===== config.mk =====
export PLATFORM = sky130hd
export DESIGN_NAME = opamp_ctrl
export DESIGN_NICKNAME = d
export VERILOG_FILES = /design/src/rtl/opamp_ctrl_pkg.sv /design/src/rtl/opamp_ctrl.sv /design/src/rtl/status_gate.sv
export VERILOG_INCLUDE_DIRS = /design/src /design/src/rtl
export SDC_FILE = /design/constraint.sdc
export NUM_CORES = 1
export LEC_CHECK = 0
export BUFFER_PORTS_ARGS = -buffer_cell sky130_fd_sc_hd__buf_2
export CORE_MARGIN = 5
export CORE_UTILIZATION = 45
export CTS_CLUSTER_DIAMETER = 60
export DETAILED_ROUTE_END_ITERATION = 8
export PLACE_DENSITY = 0.77
export SYNTH_ARGS = -nofsm -noshare
export SYNTH_HDL_FRONTEND = slang
export SYNTH_SLANG_ARGS = --single-unit

===== constraint.sdc =====
create_clock -name aclk -period 1.8 [get_ports aclk]
set_input_delay 0.18 -clock aclk [delete_from_list [all_inputs] [get_ports aclk]]
set_output_delay 0.18 -clock aclk [all_outputs]
set_load 0.02 [all_outputs]

===== src/rtl/opamp_ctrl_params.svh =====
// Offsets, bit positions, reset values and bus codes of the amplifier control bank
`ifndef OPAMP_CTRL_PARAMS_SVH
`define OPAMP_CTRL_PARAMS_SVH
`define OFS_REF_STAT 6'h00
`define OFS_AMP_A 6'h04
`define OFS_AMP_B 6'h08
`define OFS_AMP_C 6'h0c
`define WIDX_PIN_LO_FIRST 4'h4
`define WIDX_PIN_LO_LAST 4'h8
`define WIDX_PIN_HI_FIRST 4'h9
`define WIDX_PIN_HI_LAST 4'hd
`define BIT_CAL 7
`define BIT_REFSEL 6
`define BIT_ON 5
`define TRIM_MSB 4
`define BIT_A_STAT 7
`define BIT_B_STAT 5
`define BIT_LO_BNEG 2
`define BIT_LO_ANEG 1
`define BIT_HI_BPOS 3
`define BIT_HI_BOUT 2
`define BIT_HI_APOS 1
`define BIT_HI_AOUT 0
`define AMP_RST 8'h00
`define SW_GROUP_RST 5'h00
`define RESP_OKAY 2'h0
`define RESP_SLVERR 2'h2
`endif


===== src/rtl/opamp_ctrl_pkg.sv =====
// Types shared by the amplifier control bank
package opamp_ctrl_pkg;
	// One amplifier's control fields, top bit first as in its register
	typedef struct packed {
		logic cal_mode;
		logic ref_select;
		logic on;
		logic [4:0] trim;
	} amp_ctrl_s;
	// Pin switch closures, one bit per analog pin of the group
	typedef struct packed {
		logic [4:0] amp_b_neg;
		logic [4:0] amp_a_neg;
		logic [4:0] amp_b_pos;
		logic [4:0] amp_b_out;
		logic [4:0] amp_a_pos;
		logic [4:0] amp_a_out;
	} pin_sw_s;
endpackage


===== src/rtl/opamp_ctrl.sv =====
// AXI4-Lite register bank controlling two measurement amplifiers and their pin switches
//
// The implementer's own choices: the register offsets and the AXI4-Lite register port.
`include "opamp_ctrl_params.svh"
module opamp_ctrl (
	input wire logic aclk,
	input wire logic aresetn,
	input wire logic [5:0] awaddr,
	input wire logic [2:0] awprot,
	input wire logic awvalid,
	output logic awready,
	input wire logic [31:0] wdata,
	input wire logic [3:0] wstrb,
	input wire logic wvalid,
	output logic wready,
	output logic [1:0] bresp,
	output logic bvalid,
	input wire logic bready,
	input wire logic [5:0] araddr,
	input wire logic [2:0] arprot,
	input wire logic arvalid,
	output logic arready,
	output logic [31:0] rdata,
	output logic [1:0] rresp,
	output logic rvalid,
	input wire logic rready,
	input wire logic amp_a_out_level,
	input wire logic amp_b_out_level,
	output opamp_ctrl_pkg::amp_ctrl_s amp_a_ctrl,
	output opamp_ctrl_pkg::amp_ctrl_s amp_b_ctrl,
	output opamp_ctrl_pkg::pin_sw_s pin_sw
);
	import opamp_ctrl_pkg::*;

	logic awready_r;
	logic wready_r;
	logic aw_have_r;
	logic w_have_r;
	logic [5:0] aw_addr_r;
	logic [7:0] wbyte_r;
	logic wlane_r;
	logic bvalid_r;
	logic [1:0] bresp_r;
	logic arready_r;
	logic rvalid_r;
	logic [31:0] rdata_r;
	logic [1:0] rresp_r;
	logic [5:0] ar_addr_r;
	amp_ctrl_s amp_a_r;
	amp_ctrl_s amp_b_r;
	amp_ctrl_s amp_a_nxt;
	amp_ctrl_s amp_b_nxt;
	pin_sw_s sw_r;
	pin_sw_s sw_nxt;
	logic amp_a_status;
	logic amp_b_status;

	////////////////////////////////////////////////////////////////////////////
	// Live status of both amplifiers
	status_gate u_gate_a (
		.aclk(aclk),
		.aresetn(aresetn),
		.level_in(amp_a_out_level),
		.amp_on(amp_a_r.on),
		.cal_mode(amp_a_r.cal_mode),
		.status(amp_a_status)
	);
	status_gate u_gate_b (
		.aclk(aclk),
		.aresetn(aresetn),
		.level_in(amp_b_out_level),
		.amp_on(amp_b_r.on),
		.cal_mode(amp_b_r.cal_mode),
		.status(amp_b_status)
	);

	////////////////////////////////////////////////////////////////////////////
	// Write address decode
	logic aw_take;
	logic w_take;
	logic wr_go;
	logic [3:0] wr_widx;
	logic wr_hit_a;
	logic wr_hit_b;
	logic wr_hit_fixed;
	logic wr_hit_lo;
	logic wr_hit_hi;
	logic wr_ok;
	logic wr_en;
	logic [2:0] wr_lo_j;
	logic [2:0] wr_hi_j;
	assign aw_take = awvalid & awready_r;
	assign w_take = wvalid & wready_r;
	assign wr_go = aw_have_r & w_have_r & ~bvalid_r;
	assign wr_widx = aw_addr_r[5:2];
	assign wr_hit_a = aw_addr_r == `OFS_AMP_A;
	assign wr_hit_b = aw_addr_r == `OFS_AMP_B;
	assign wr_hit_fixed = (aw_addr_r == `OFS_REF_STAT) | (aw_addr_r == `OFS_AMP_C);
	assign wr_hit_lo = (wr_widx >= `WIDX_PIN_LO_FIRST) & (wr_widx <= `WIDX_PIN_LO_LAST)
		& (aw_addr_r[1:0] == 2'h0);
	assign wr_hit_hi = (wr_widx >= `WIDX_PIN_HI_FIRST) & (wr_widx <= `WIDX_PIN_HI_LAST)
		& (aw_addr_r[1:0] == 2'h0);
	assign wr_ok = wr_hit_a | wr_hit_b | wr_hit_fixed | wr_hit_lo | wr_hit_hi;
	assign wr_en = wr_go & wlane_r;
	assign wr_lo_j = 3'(wr_widx - `WIDX_PIN_LO_FIRST);
	assign wr_hi_j = 3'(wr_widx - `WIDX_PIN_HI_FIRST);

	// Amplifier control next values; the whole byte maps onto the fields
	assign amp_a_nxt = (wr_en & wr_hit_a) ? amp_ctrl_s'(wbyte_r) : amp_a_r;
	assign amp_b_nxt = (wr_en & wr_hit_b) ? amp_ctrl_s'(wbyte_r) : amp_b_r;

	// Pin switch next values; bits outside this block are dropped
	always_comb begin
		sw_nxt = sw_r;
		if (wr_en & wr_hit_lo) begin
			sw_nxt.amp_b_neg[wr_lo_j] = wbyte_r[`BIT_LO_BNEG];
			sw_nxt.amp_a_neg[wr_lo_j] = wbyte_r[`BIT_LO_ANEG];
		end
		if (wr_en & wr_hit_hi) begin
			sw_nxt.amp_b_pos[wr_hi_j] = wbyte_r[`BIT_HI_BPOS];
			sw_nxt.amp_b_out[wr_hi_j] = wbyte_r[`BIT_HI_BOUT];
			sw_nxt.amp_a_pos[wr_hi_j] = wbyte_r[`BIT_HI_APOS];
			sw_nxt.amp_a_out[wr_hi_j] = wbyte_r[`BIT_HI_AOUT];
		end
	end

	////////////////////////////////////////////////////////////////////////////
	// Write channels: address and data accepted in either order
	always_ff @(posedge aclk) begin
		if (!aresetn) begin
			awready_r <= 1'b0;
			aw_have_r <= 1'b0;
			aw_addr_r <= 6'h00;
		end else begin
			awready_r <= awvalid & ~awready_r & ~aw_have_r & ~bvalid_r;
			if (aw_take) begin
				aw_have_r <= 1'b1;
				aw_addr_r <= awaddr;
			end else if (wr_go) begin
				aw_have_r <= 1'b0;
			end
		end
	end

	always_ff @(posedge aclk) begin
		if (!aresetn) begin
			wready_r <= 1'b0;
			w_have_r <= 1'b0;
			wbyte_r <= 8'h00;
			wlane_r <= 1'b0;
		end else begin
			wready_r <= wvalid & ~wready_r & ~w_have_r & ~bvalid_r;
			if (w_take) begin
				w_have_r <= 1'b1;
				wbyte_r <= wdata[7:0];
				wlane_r <= wstrb[0];
			end else if (wr_go) begin
				w_have_r <= 1'b0;
			end
		end
	end

	// Write response after both halves are in
	always_ff @(posedge aclk) begin
		if (!aresetn) begin
			bvalid_r <= 1'b0;
			bresp_r <= `RESP_OKAY;
		end else if (wr_go) begin
			bvalid_r <= 1'b1;
			bresp_r <= wr_ok ? `RESP_OKAY : `RESP_SLVERR;
		end else if (bready) begin
			bvalid_r <= 1'b0;
		end
	end

	// Stored controls, updated at the commit edge
	always_ff @(posedge aclk) begin
		if (!aresetn) begin
			amp_a_r <= `AMP_RST;
			amp_b_r <= `AMP_RST;
			sw_r <= {6{`SW_GROUP_RST}};
		end else begin
			amp_a_r <= amp_a_nxt;
			amp_b_r <= amp_b_nxt;
			sw_r <= sw_nxt;
		end
	end

	////////////////////////////////////////////////////////////////////////////
	// Read address decode
	logic ar_take;
	logic [3:0] rd_widx;
	logic rd_hit_lo;
	logic rd_hit_hi;
	logic rd_ok;
	logic [2:0] rd_lo_j;
	logic [2:0] rd_hi_j;
	logic [7:0] rd_byte;
	assign ar_take = arvalid & arready_r;
	assign rd_widx = araddr[5:2];
	assign rd_hit_lo = (rd_widx >= `WIDX_PIN_LO_FIRST) & (rd_widx <= `WIDX_PIN_LO_LAST)
		& (araddr[1:0] == 2'h0);
	assign rd_hit_hi = (rd_widx >= `WIDX_PIN_HI_FIRST) & (rd_widx <= `WIDX_PIN_HI_LAST)
		& (araddr[1:0] == 2'h0);
	assign rd_lo_j = 3'(rd_widx - `WIDX_PIN_LO_FIRST);
	assign rd_hi_j = 3'(rd_widx - `WIDX_PIN_HI_FIRST);

	// Read byte: unimplemented positions stay zero
	always_comb begin
		rd_byte = 8'h00;
		rd_ok = 1'b1;
		if (araddr == `OFS_REF_STAT) begin
			rd_byte[`BIT_A_STAT] = amp_a_status;
		end else if (araddr == `OFS_AMP_A) begin
			rd_byte = amp_a_r;
		end else if (araddr == `OFS_AMP_B) begin
			rd_byte = amp_b_r;
		end else if (araddr == `OFS_AMP_C) begin
			rd_byte[`BIT_B_STAT] = amp_b_status;
		end else if (rd_hit_lo) begin
			rd_byte[`BIT_LO_BNEG] = sw_r.amp_b_neg[rd_lo_j];
			rd_byte[`BIT_LO_ANEG] = sw_r.amp_a_neg[rd_lo_j];
		end else if (rd_hit_hi) begin
			rd_byte[`BIT_HI_BPOS] = sw_r.amp_b_pos[rd_hi_j];
			rd_byte[`BIT_HI_BOUT] = sw_r.amp_b_out[rd_hi_j];
			rd_byte[`BIT_HI_APOS] = sw_r.amp_a_pos[rd_hi_j];
			rd_byte[`BIT_HI_AOUT] = sw_r.amp_a_out[rd_hi_j];
		end else begin
			rd_ok = 1'b0;
		end
	end

	// Read channel: one read at a time, data sampled at address accept
	always_ff @(posedge aclk) begin
		if (!aresetn) begin
			arready_r <= 1'b0;
			rvalid_r <= 1'b0;
			rdata_r <= 32'h00000000;
			rresp_r <= `RESP_OKAY;
			ar_addr_r <= 6'h00;
		end else begin
			arready_r <= arvalid & ~arready_r & ~rvalid_r;
			if (ar_take) begin
				rvalid_r <= 1'b1;
				rdata_r <= {24'h000000, rd_byte};
				rresp_r <= rd_ok ? `RESP_OKAY : `RESP_SLVERR;
				ar_addr_r <= araddr;
			end else if (rready) begin
				rvalid_r <= 1'b0;
			end
		end
	end

	// Port drivers, all straight from flops
	assign awready = awready_r;
	assign wready = wready_r;
	assign bvalid = bvalid_r;
	assign bresp = bresp_r;
	assign arready = arready_r;
	assign rvalid = rvalid_r;
	assign rdata = rdata_r;
	assign rresp = rresp_r;
	assign amp_a_ctrl = amp_a_r;
	assign amp_b_ctrl = amp_b_r;
	assign pin_sw = sw_r;

	////////////////////////////////////////////////////////////////////////////
	// Checks
	property p_cal_mode;
		@(posedge aclk) disable iff (!aresetn)
		(wr_en && wr_hit_a) |=> amp_a_ctrl.cal_mode == $past(wbyte_r[`BIT_CAL]);
	endproperty
	a_cal_mode: assert property (p_cal_mode) else $error("mode bit not stored");
	property p_ref_select;
		@(posedge aclk) disable iff (!aresetn)
		(wr_en && wr_hit_b) |=> amp_b_ctrl.ref_select == $past(wbyte_r[`BIT_REFSEL]);
	endproperty
	a_ref_select: assert property (p_ref_select) else $error("ref select wrong");
	property p_enable;
		@(posedge aclk) disable iff (!aresetn)
		(wr_en && wr_hit_a) |=> amp_a_ctrl.on == $past(wbyte_r[`BIT_ON]);
	endproperty
	a_enable: assert property (p_enable) else $error("enable bit wrong");
	property p_trim_hold;
		@(posedge aclk) disable iff (!aresetn)
		!(wr_en && wr_hit_b) |=> $stable(amp_b_ctrl.trim);
	endproperty
	a_trim_hold: assert property (p_trim_hold) else $error("trim changed unwritten");
	property p_pin_lo;
		@(posedge aclk) disable iff (!aresetn)
		(wr_en && wr_hit_lo) |=> pin_sw.amp_a_neg[$past(wr_lo_j)] == $past(wbyte_r[1]);
	endproperty
	a_pin_lo: assert property (p_pin_lo) else $error("low pin switch wrong");
	property p_pin_hi;
		@(posedge aclk) disable iff (!aresetn)
		(wr_en && wr_hit_hi) |=> pin_sw.amp_b_pos[$past(wr_hi_j)] == $past(wbyte_r[3]);
	endproperty
	a_pin_hi: assert property (p_pin_hi) else $error("high pin switch wrong");
	property p_upper_zero;
		@(posedge aclk) disable iff (!aresetn)
		rvalid && (ar_addr_r == `OFS_AMP_C) |-> rdata[31:6] == 26'h0 && rdata[4:0] == 5'h0;
	endproperty
	a_upper_zero: assert property (p_upper_zero) else $error("unused bits nonzero");
	property p_wr_resp;
		@(posedge aclk) disable iff (!aresetn) wr_go |=> bvalid ##0 !aw_have_r;
	endproperty
	a_wr_resp: assert property (p_wr_resp) else $error("write response late");
	property p_rd_resp;
		@(posedge aclk) disable iff (!aresetn) $rose(arvalid) && !rvalid |-> ##[1:2] rvalid;
	endproperty
	a_rd_resp: assert property (p_rd_resp) else $error("read response late");
	property p_cov_cal;
		@(posedge aclk) disable iff (!aresetn) amp_a_ctrl.cal_mode && amp_a_ctrl.ref_select;
	endproperty
	c_cov_cal: cover property (p_cov_cal);
	property p_cov_err;
		@(posedge aclk) disable iff (!aresetn) bvalid && bresp == `RESP_SLVERR;
	endproperty
	c_cov_err: cover property (p_cov_err);
	property p_cov_sw;
		@(posedge aclk) disable iff (!aresetn) |pin_sw.amp_a_out;
	endproperty
	c_cov_sw: cover property (p_cov_sw);
endmodule


===== src/rtl/status_gate.sv =====
// Synchroniser and enable gate for one amplifier's digital output status
module status_gate (
	input wire logic aclk,
	input wire logic aresetn,
	input wire logic level_in,
	input wire logic amp_on,
	input wire logic cal_mode,
	output logic status
);
	logic sync1_r;
	logic sync2_r;
	logic status_r;

	// Two flops before anything looks at the comparator level
	always_ff @(posedge aclk) begin
		if (!aresetn) begin
			sync1_r <= 1'b0;
			sync2_r <= 1'b0;
		end else begin
			sync1_r <= level_in;
			sync2_r <= sync1_r;
		end
	end

	// Positive logic, forced low while the amplifier is off
	always_ff @(posedge aclk) begin
		if (!aresetn) begin
			status_r <= 1'b0;
		end else begin
			status_r <= amp_on & sync2_r;
		end
	end
	assign status = status_r;

	////////////////////////////////////////////////////////////////////////////
	property p_off_zero;
		@(posedge aclk) disable iff (!aresetn) !amp_on |=> !status_r;
	endproperty
	a_off_zero: assert property (p_off_zero) else $error("status set while amp off");
	property p_cal_follow;
		@(posedge aclk) disable iff (!aresetn)
		(amp_on && cal_mode) |=> status_r == $past(sync2_r);
	endproperty
	a_cal_follow: assert property (p_cal_follow) else $error("status not following");
	property p_polarity;
		@(posedge aclk) disable iff (!aresetn) (amp_on && level_in)[*4] |-> status_r;
	endproperty
	a_polarity: assert property (p_polarity) else $error("status not positive logic");
	property p_cov_toggle;
		@(posedge aclk) disable iff (!aresetn) cal_mode && $rose(status_r);
	endproperty
	c_cov_toggle: cover property (p_cov_toggle);
endmodule


Word-level counts from Yosys, hierarchy flattened

Index checks and enable logic that the tools add are counted.

Bits in registers: 86
Bits of input ports: 63
Output and inout bits: 87
Word-level logic and storage cells: 157

$lt $le $gt $ge: 14
Equality and inequality tests: 6
Add/sub/neg operators: 4
Bitwise logic cells: 40
Reduce and logical (&&, ||, !) cells: 10
Multiplexer cells: 50

Operators by type and width:

| kind                  | count |
|---|---|
| $bwmux W5             | 6 |
| $and A1 B1 Y1         | 28 |
| $mux W1               | 27 |
| $eq A6 B4 Y1 const B  | 4 |
| $bmux W1 S3           | 6 |
| $le A4 B4 Y1 const B  | 4 |
| $lt A3 B4 Y1 const B  | 4 |
| $eq A6 B3 Y1 const B  | 2 |
| $logic_not A6 Y1      | 2 |
| $mux W4               | 3 |
| $ge A4 B3 Y1 const B  | 2 |
| $ge A4 B4 Y1 const B  | 2 |
| $mux W2               | 4 |
| $mux W8               | 1 |
| $reduce_bool A2 Y1    | 4 |
| $mux W7               | 1 |
| $not A1 Y1            | 7 |
| $demux W1 S3          | 2 |
| $ge A3 B1 Y1 const B  | 2 |
| $sub A3 B1 Y3 const B | 2 |
| $sub A3 B3 Y3 const B | 2 |
| $or A1 B1 Y1          | 5 |
| $logic_not A2 Y1      | 2 |
| $logic_and A1 B1 Y1   | 2 |

Depth between registers and ports, before layout

Word-level depth: 10
Gate-level depth with buffers: 8
Gate-level depth less buffers: 6

Modules after synthesis

From an unflattened synthesis, not the netlist that was laid out.

Cells, all modules: 464
Area total of the unflattened synthesis: 3991.3 sq um

Modules (own cells, without submodules):

| module      | cells each | instances | area an instance (sq um) | sequential area each (sq um) |
|---|---|---|---|---|
| opamp_ctrl  | 452        | 1         | 3828.7                   | 1561.5 |
| status_gate | 6          | 2         | 81.3                     | 60.1 |

Worst setup path before layout

Ideal clock, no wire load.

Path type: reg-to-reg
Start: register aw_addr_r[2]
End: register sw_r (netlist bit pin_sw[24])
Cell stages (with the launch flop): 8
Setup time: 128 ps
Data arrival time: 1875 ps
Buffers on the path: 1
Setup slack: -203 ps
Required time: 1672 ps
Period minus slack after synthesis: 2003 ps
Cells stage by stage: dfxtp_1 -> buf_2 -> inv_1 -> ha_1 -> or3b_2 -> nor4_4 -> mux2i_1 -> nor2_1

Longest elaborated chain between the ends: 6
Elaborated cells on any way between the ends: 12
Classes of those cells: add/sub: 1; order compare: 4; mux: 3; bitwise: 3; reduce/logical: 1

Ends and longest elaborated chain:

| item                                         | RTL line          | RTL |
|---|---|---|
| start: declaration                           | opamp_ctrl.sv:39  | `logic [5:0] aw_addr_r;` |
| start signal: assignment                     | opamp_ctrl.sv:138 | `aw_addr_r <= awaddr;` |
| $sub A3 B3 Y3 (no line)                      | n/a               |  |
| $lt A3 B4 Y1 or $ge A3 B1 Y1 (tied branches) | opamp_ctrl.sv:117 | `` sw_nxt.amp_a_neg[wr_lo_j] = wbyte_r[`BIT_LO_ANEG]; `` |
| $logic_and A1 B1 Y1                          | opamp_ctrl.sv:117 |  |
| $mux W1                                      | opamp_ctrl.sv:117 |  |
| $demux W1 S3                                 | opamp_ctrl.sv:117 |  |
| $bwmux W5                                    | opamp_ctrl.sv:117 |  |
| end signal: assignment                       | opamp_ctrl.sv:181 | `` sw_r <= {6{`SW_GROUP_RST}}; `` |
| end signal: assignment                       | opamp_ctrl.sv:185 | `sw_r <= sw_nxt;` |
| end: declaration                             | opamp_ctrl.sv:53  | `pin_sw_s sw_r;` |

Several ways; a longest one is shown, not always the timed one.
A chain may end at the register's enable or synchronous reset.

Final worst setup path

Start: register aw_addr_r[2]
End: register sw_r (netlist bit pin_sw[15])

Longest elaborated chain between the ends: 6
Elaborated cells on any way between the ends: 12
Classes of those cells: add/sub: 1; order compare: 4; mux: 3; bitwise: 3; reduce/logical: 1

Ends and longest elaborated chain:

| item                                         | RTL line          | RTL |
|---|---|---|
| $sub A3 B1 Y3 (no line)                      | n/a               |  |
| $lt A3 B4 Y1 or $ge A3 B1 Y1 (tied branches) | opamp_ctrl.sv:120 | `` sw_nxt.amp_b_pos[wr_hi_j] = wbyte_r[`BIT_HI_BPOS]; `` |
| $logic_and A1 B1 Y1                          | opamp_ctrl.sv:120 |  |
| $mux W1                                      | opamp_ctrl.sv:120 |  |
| $demux W1 S3                                 | opamp_ctrl.sv:120 |  |
| $bwmux W5                                    | opamp_ctrl.sv:120 |  |

Several ways; a longest one is shown, not always the timed one.

==> run_results.csv <==
group,metric,value,unit
clock_network,cts_sinks,84,
sta,report.final.slew_viol_count,0,
finish,layout.nets,636,
grt,met2_usage,0.329,
grt,antenna_found_initial,0,
sta,worst_clock_skew,0.0133,ns
critical_path,worst_r2r_endpoint,"pin_sw[15]",
sta,final_hold_viol_count,0,
yosys,post_synth_instance_area,4170,sq um
clock_network,cts.root.buffer_cell,"sky130_fd_sc_hd__clkbuf_8",
critical_path,critical_path.endpoint_type,"register",
hold_path,hp-class,"input port to register",
yosys,post-synth-top-area-cell,"sky130_fd_sc_hd__dfxtp_1",
floorplanning,die-area,11300,sq um
floorplanning,num_io_pins,150,
grt,grt_max_degree,54,
yosys,syn-mean-instance-area,8.76,sq um
floorplanning,num_rows,35,
sta,final_setup_violation_count,0,
clock_network,cts_buffers,9,
sta,post-route-min-period,1.70,ns
finish,multiInputGateArea,2180,sq um
routing,postRouteWirelength,11100,um
clock_network,hold_buffers,0,
routing,initialDrtViolationCount,351,
yosys,synth_cells,476,
grt,first_global_vias,3598,
yosys,ys_ff_latch,84,
placed_design,detailed_place_hpwl,8100,um
hold_path,number_of_cells_traversed_by_the_worst_hold_path,2,
sta,max_clk_rate,588,MHz
clock_network,clk_pin_slew,0.09,ns
floorplanning,effective_utilization_at_floorplan,0.456,
floorplanning,chipWidth,106,um
yosys,number_of_unique_standard_cell_types_used_by_synthesis,50,
hold_path,hp-start,"amp_a_out_level",
floorplanning,placeableCoreArea,9150,sq um
critical_path,reg2reg_slack,0.1,ns
finish,area_taken_by_flip_flops_and_latches,1680,sq um
placed_design,gp_congestion,0.914,
finish,synthToLayoutAreaGrowth,18.2,%
grt,gr-max-usage-layer,"met2",
routing,drc,0,
clock_network,clkLatencyLatePin,0.35,ns
yosys,synth-edff-count,0,
sta,worstMarginPinSlew,0.592,ns
yosys,synth_top_flop_cell,"sky130_fd_sc_hd__dfxtp_1",
yosys,ys.warnings.count,0,
clock_network,cts_tree,"done",
critical_path,worst-r2r-cell-count,5,
yosys,ys_async_sr_fraction,0,
placed_design,port_buffers,90,
finish,filler_cell_count,823,
yosys,synth.yosys.seq_area_share,0.403,
grt,globalRouteTotalUtil,0.192,
finish,n_antenna_cell,0,
placed_design,pre_cts_slack,-0.0659,ns
critical_path,cp_num_buf_inv,2,
grt,grt_pass1_wl,17600,um
finish,layout_commonest_cell,"sky130_fd_sc_hd__buf_2",
sta,fin_crit_sh,0.945,
critical_path,cp_cell_sequence,"inv_6, ha_4, inv_1, o21ai_0, a21oi_1",
critical_path,critPathSlowestCell,"sky130_fd_sc_hd__dfxtp_1",
routing,drt.antenna.violating_nets,0,
sta,slew_headroom,0.605,
critical_path,critPathMaxStageDelay,0.41,ns
outcome,run_status,"finished clean",
sta,rsz_0062_raised_after_global_routing,"false",
routing,dr_total_vias,3804,
critical_path,critical-path-top-delay-family,"flip-flops",
finish,design_area,4930,sq um
run,max_cap_viol_count,0,
grt,overflow,0,
critical_path,critical_path_class,"register to register",
routing,drt_first_pass_iters,5,
clock_network,cts_max_level,3,
finish,final_layout_size_suffix_gt1_frac,0.277,
yosys,synthDominantCellAreaShare,0.403,
pwr,power,3790,uW
grt,globalRouteMet1Util,0.237,
critical_path,critPathMaxFanout,22,
floorplanning,die_height,106,um
pwr,leakagePower,0.00223,uW
pwr,power_density,768,nW/um^2
clock_network,clock_tree.buffer_depth,2,
sta,worst_hold_slack,0.0274,ns
routing,wire_per_inst,16.2,um
hold_path,min_delay_endpoint,"u_gate_a.sync1_r",
critical_path,crit_arrival,1.94,ns
critical_path,cp_data_required_time,2.03,ns
placed_design,place_area,4690,sq um
yosys,main_area_contributors_after_synthesis,"sky130_fd_sc_hd__dfxtp_1, sky130_fd_sc_hd__mux2i_1, sky130_fd_sc_hd__a21oi_1, sky130_fd_sc_hd__buf_4, sky130_fd_sc_hd__nand2_1",
critical_path,worst_r2r_startpoint,"aw_addr_r[2]",
routing,via_per_inst,5.59,
finish,mostFrequentLayoutCells,"sky130_fd_sc_hd__buf_2, sky130_fd_sc_hd__dfxtp_1, sky130_fd_sc_hd__a21oi_1",
critical_path,setup.worst_path.start_class,"register",
grt,grt.met3_usage,0.0316,
sta,final.setup.worst_slack,0.0986,ns
pwr,vdd_ir_drop_max,0.442,mV
-- cell type report --
cell class              count  area share
well taps                 111      0.0282
repair buffers            116       0.134
clock buffers              10      0.0259
multi-input cells         344       0.443
clock inverters             6      0.0190
inverters                  10     0.00863
flip-flops and latches     84       0.341
-- cell usage after synthesis (4+ instances only) --
cell	n
sky130_fd_sc_hd__and3_1	6
sky130_fd_sc_hd__a21oi_1	50
sky130_fd_sc_hd__nand2_1	49
sky130_fd_sc_hd__o21ai_0	29
sky130_fd_sc_hd__inv_1	9
sky130_fd_sc_hd__and2_1	8
sky130_fd_sc_hd__mux2i_1	28
sky130_fd_sc_hd__nor3_1	8
sky130_fd_sc_hd__o211ai_1	4
sky130_fd_sc_hd__mux2_2	4
sky130_fd_sc_hd__buf_2	6
sky130_fd_sc_hd__nand2b_1	5
sky130_fd_sc_hd__dfxtp_1	84
sky130_fd_sc_hd__nand4_1	11
sky130_fd_sc_hd__mux4_2	4
sky130_fd_sc_hd__buf_4	31
sky130_fd_sc_hd__clkbuf_1	24
sky130_fd_sc_hd__nand3_1	27
sky130_fd_sc_hd__ha_1	8
sky130_fd_sc_hd__nor2_1	30
sky130_fd_sc_hd__nor4_4	4
-- worst max path at each step --
stage | cells after the start | startpoint | slack [ns] | to
finish | 5 | aw_addr_r[2] | 0.1 | pin_sw[15]
detailed placement | 8 | araddr[2] | -0.07 | rdata[3]
global placement | 7 | araddr[2] | 0.003 | rdata[3]
global route | 8 | aw_addr_r[2] | 0.02 | pin_sw[16]
CTS | 6 | aw_addr_r[2] | 0.03 | pin_sw[15]
floorplan | 7 | araddr[2] | 0.006 | rdata[3]
-- kinds of logic after synthesis --
family	count (synthesis)	synth area share
AO/OA/AOI/OAI	101	0.141
XOR/XNOR	5	0.0105
adder cells (fa/ha/maj)	8	0.0240
buffers and inverters	73	0.0990
flip-flops	84	0.403
multiplexers	36	0.0996
other	1	0.000899
AND/OR/NAND/NOR	168	0.222
-- routing by layer --
metal	vias up	wire, um
met2	155	5380
met3	25	716
met1	1810	4610
met5	-	0
met4	0	346
li1	1814	-
-- state kept, by name, indices dropped and copies added (netlist names), 6 cells and up --
signal,count
amp_a_ctrl,8
amp_b_ctrl,8
aw_addr_r,6
pin_sw,30
rdata,8
wbyte_r,8
-- stage by stage --
step	cells	setup TNS, ns	utilization
2_1_floorplan	501	0	-
6_report	681	0	0.538
5_1_grt	681	0	0.538
4_1_cts	679	0	0.537
3_3_place_gp	663	0	0.512
3_5_place_dp	663	-0.122	0.512
-- repair_timing --
action | 4_1_cts | 5_1_grt
endpoints found under the setup margin | 0 | 15
gates resized for setup | 0 | 3
setup buffers | 0 | 2
-- power breakdown --
group / internal (uW) / switching [uW] / total, uW
Clock: 797 / 707 / 1500
Sequential: 1880 / 32.4 / 1910
Combinational: 130 / 237 / 367
Note: power is estimated with default switching activity, not from simulation.
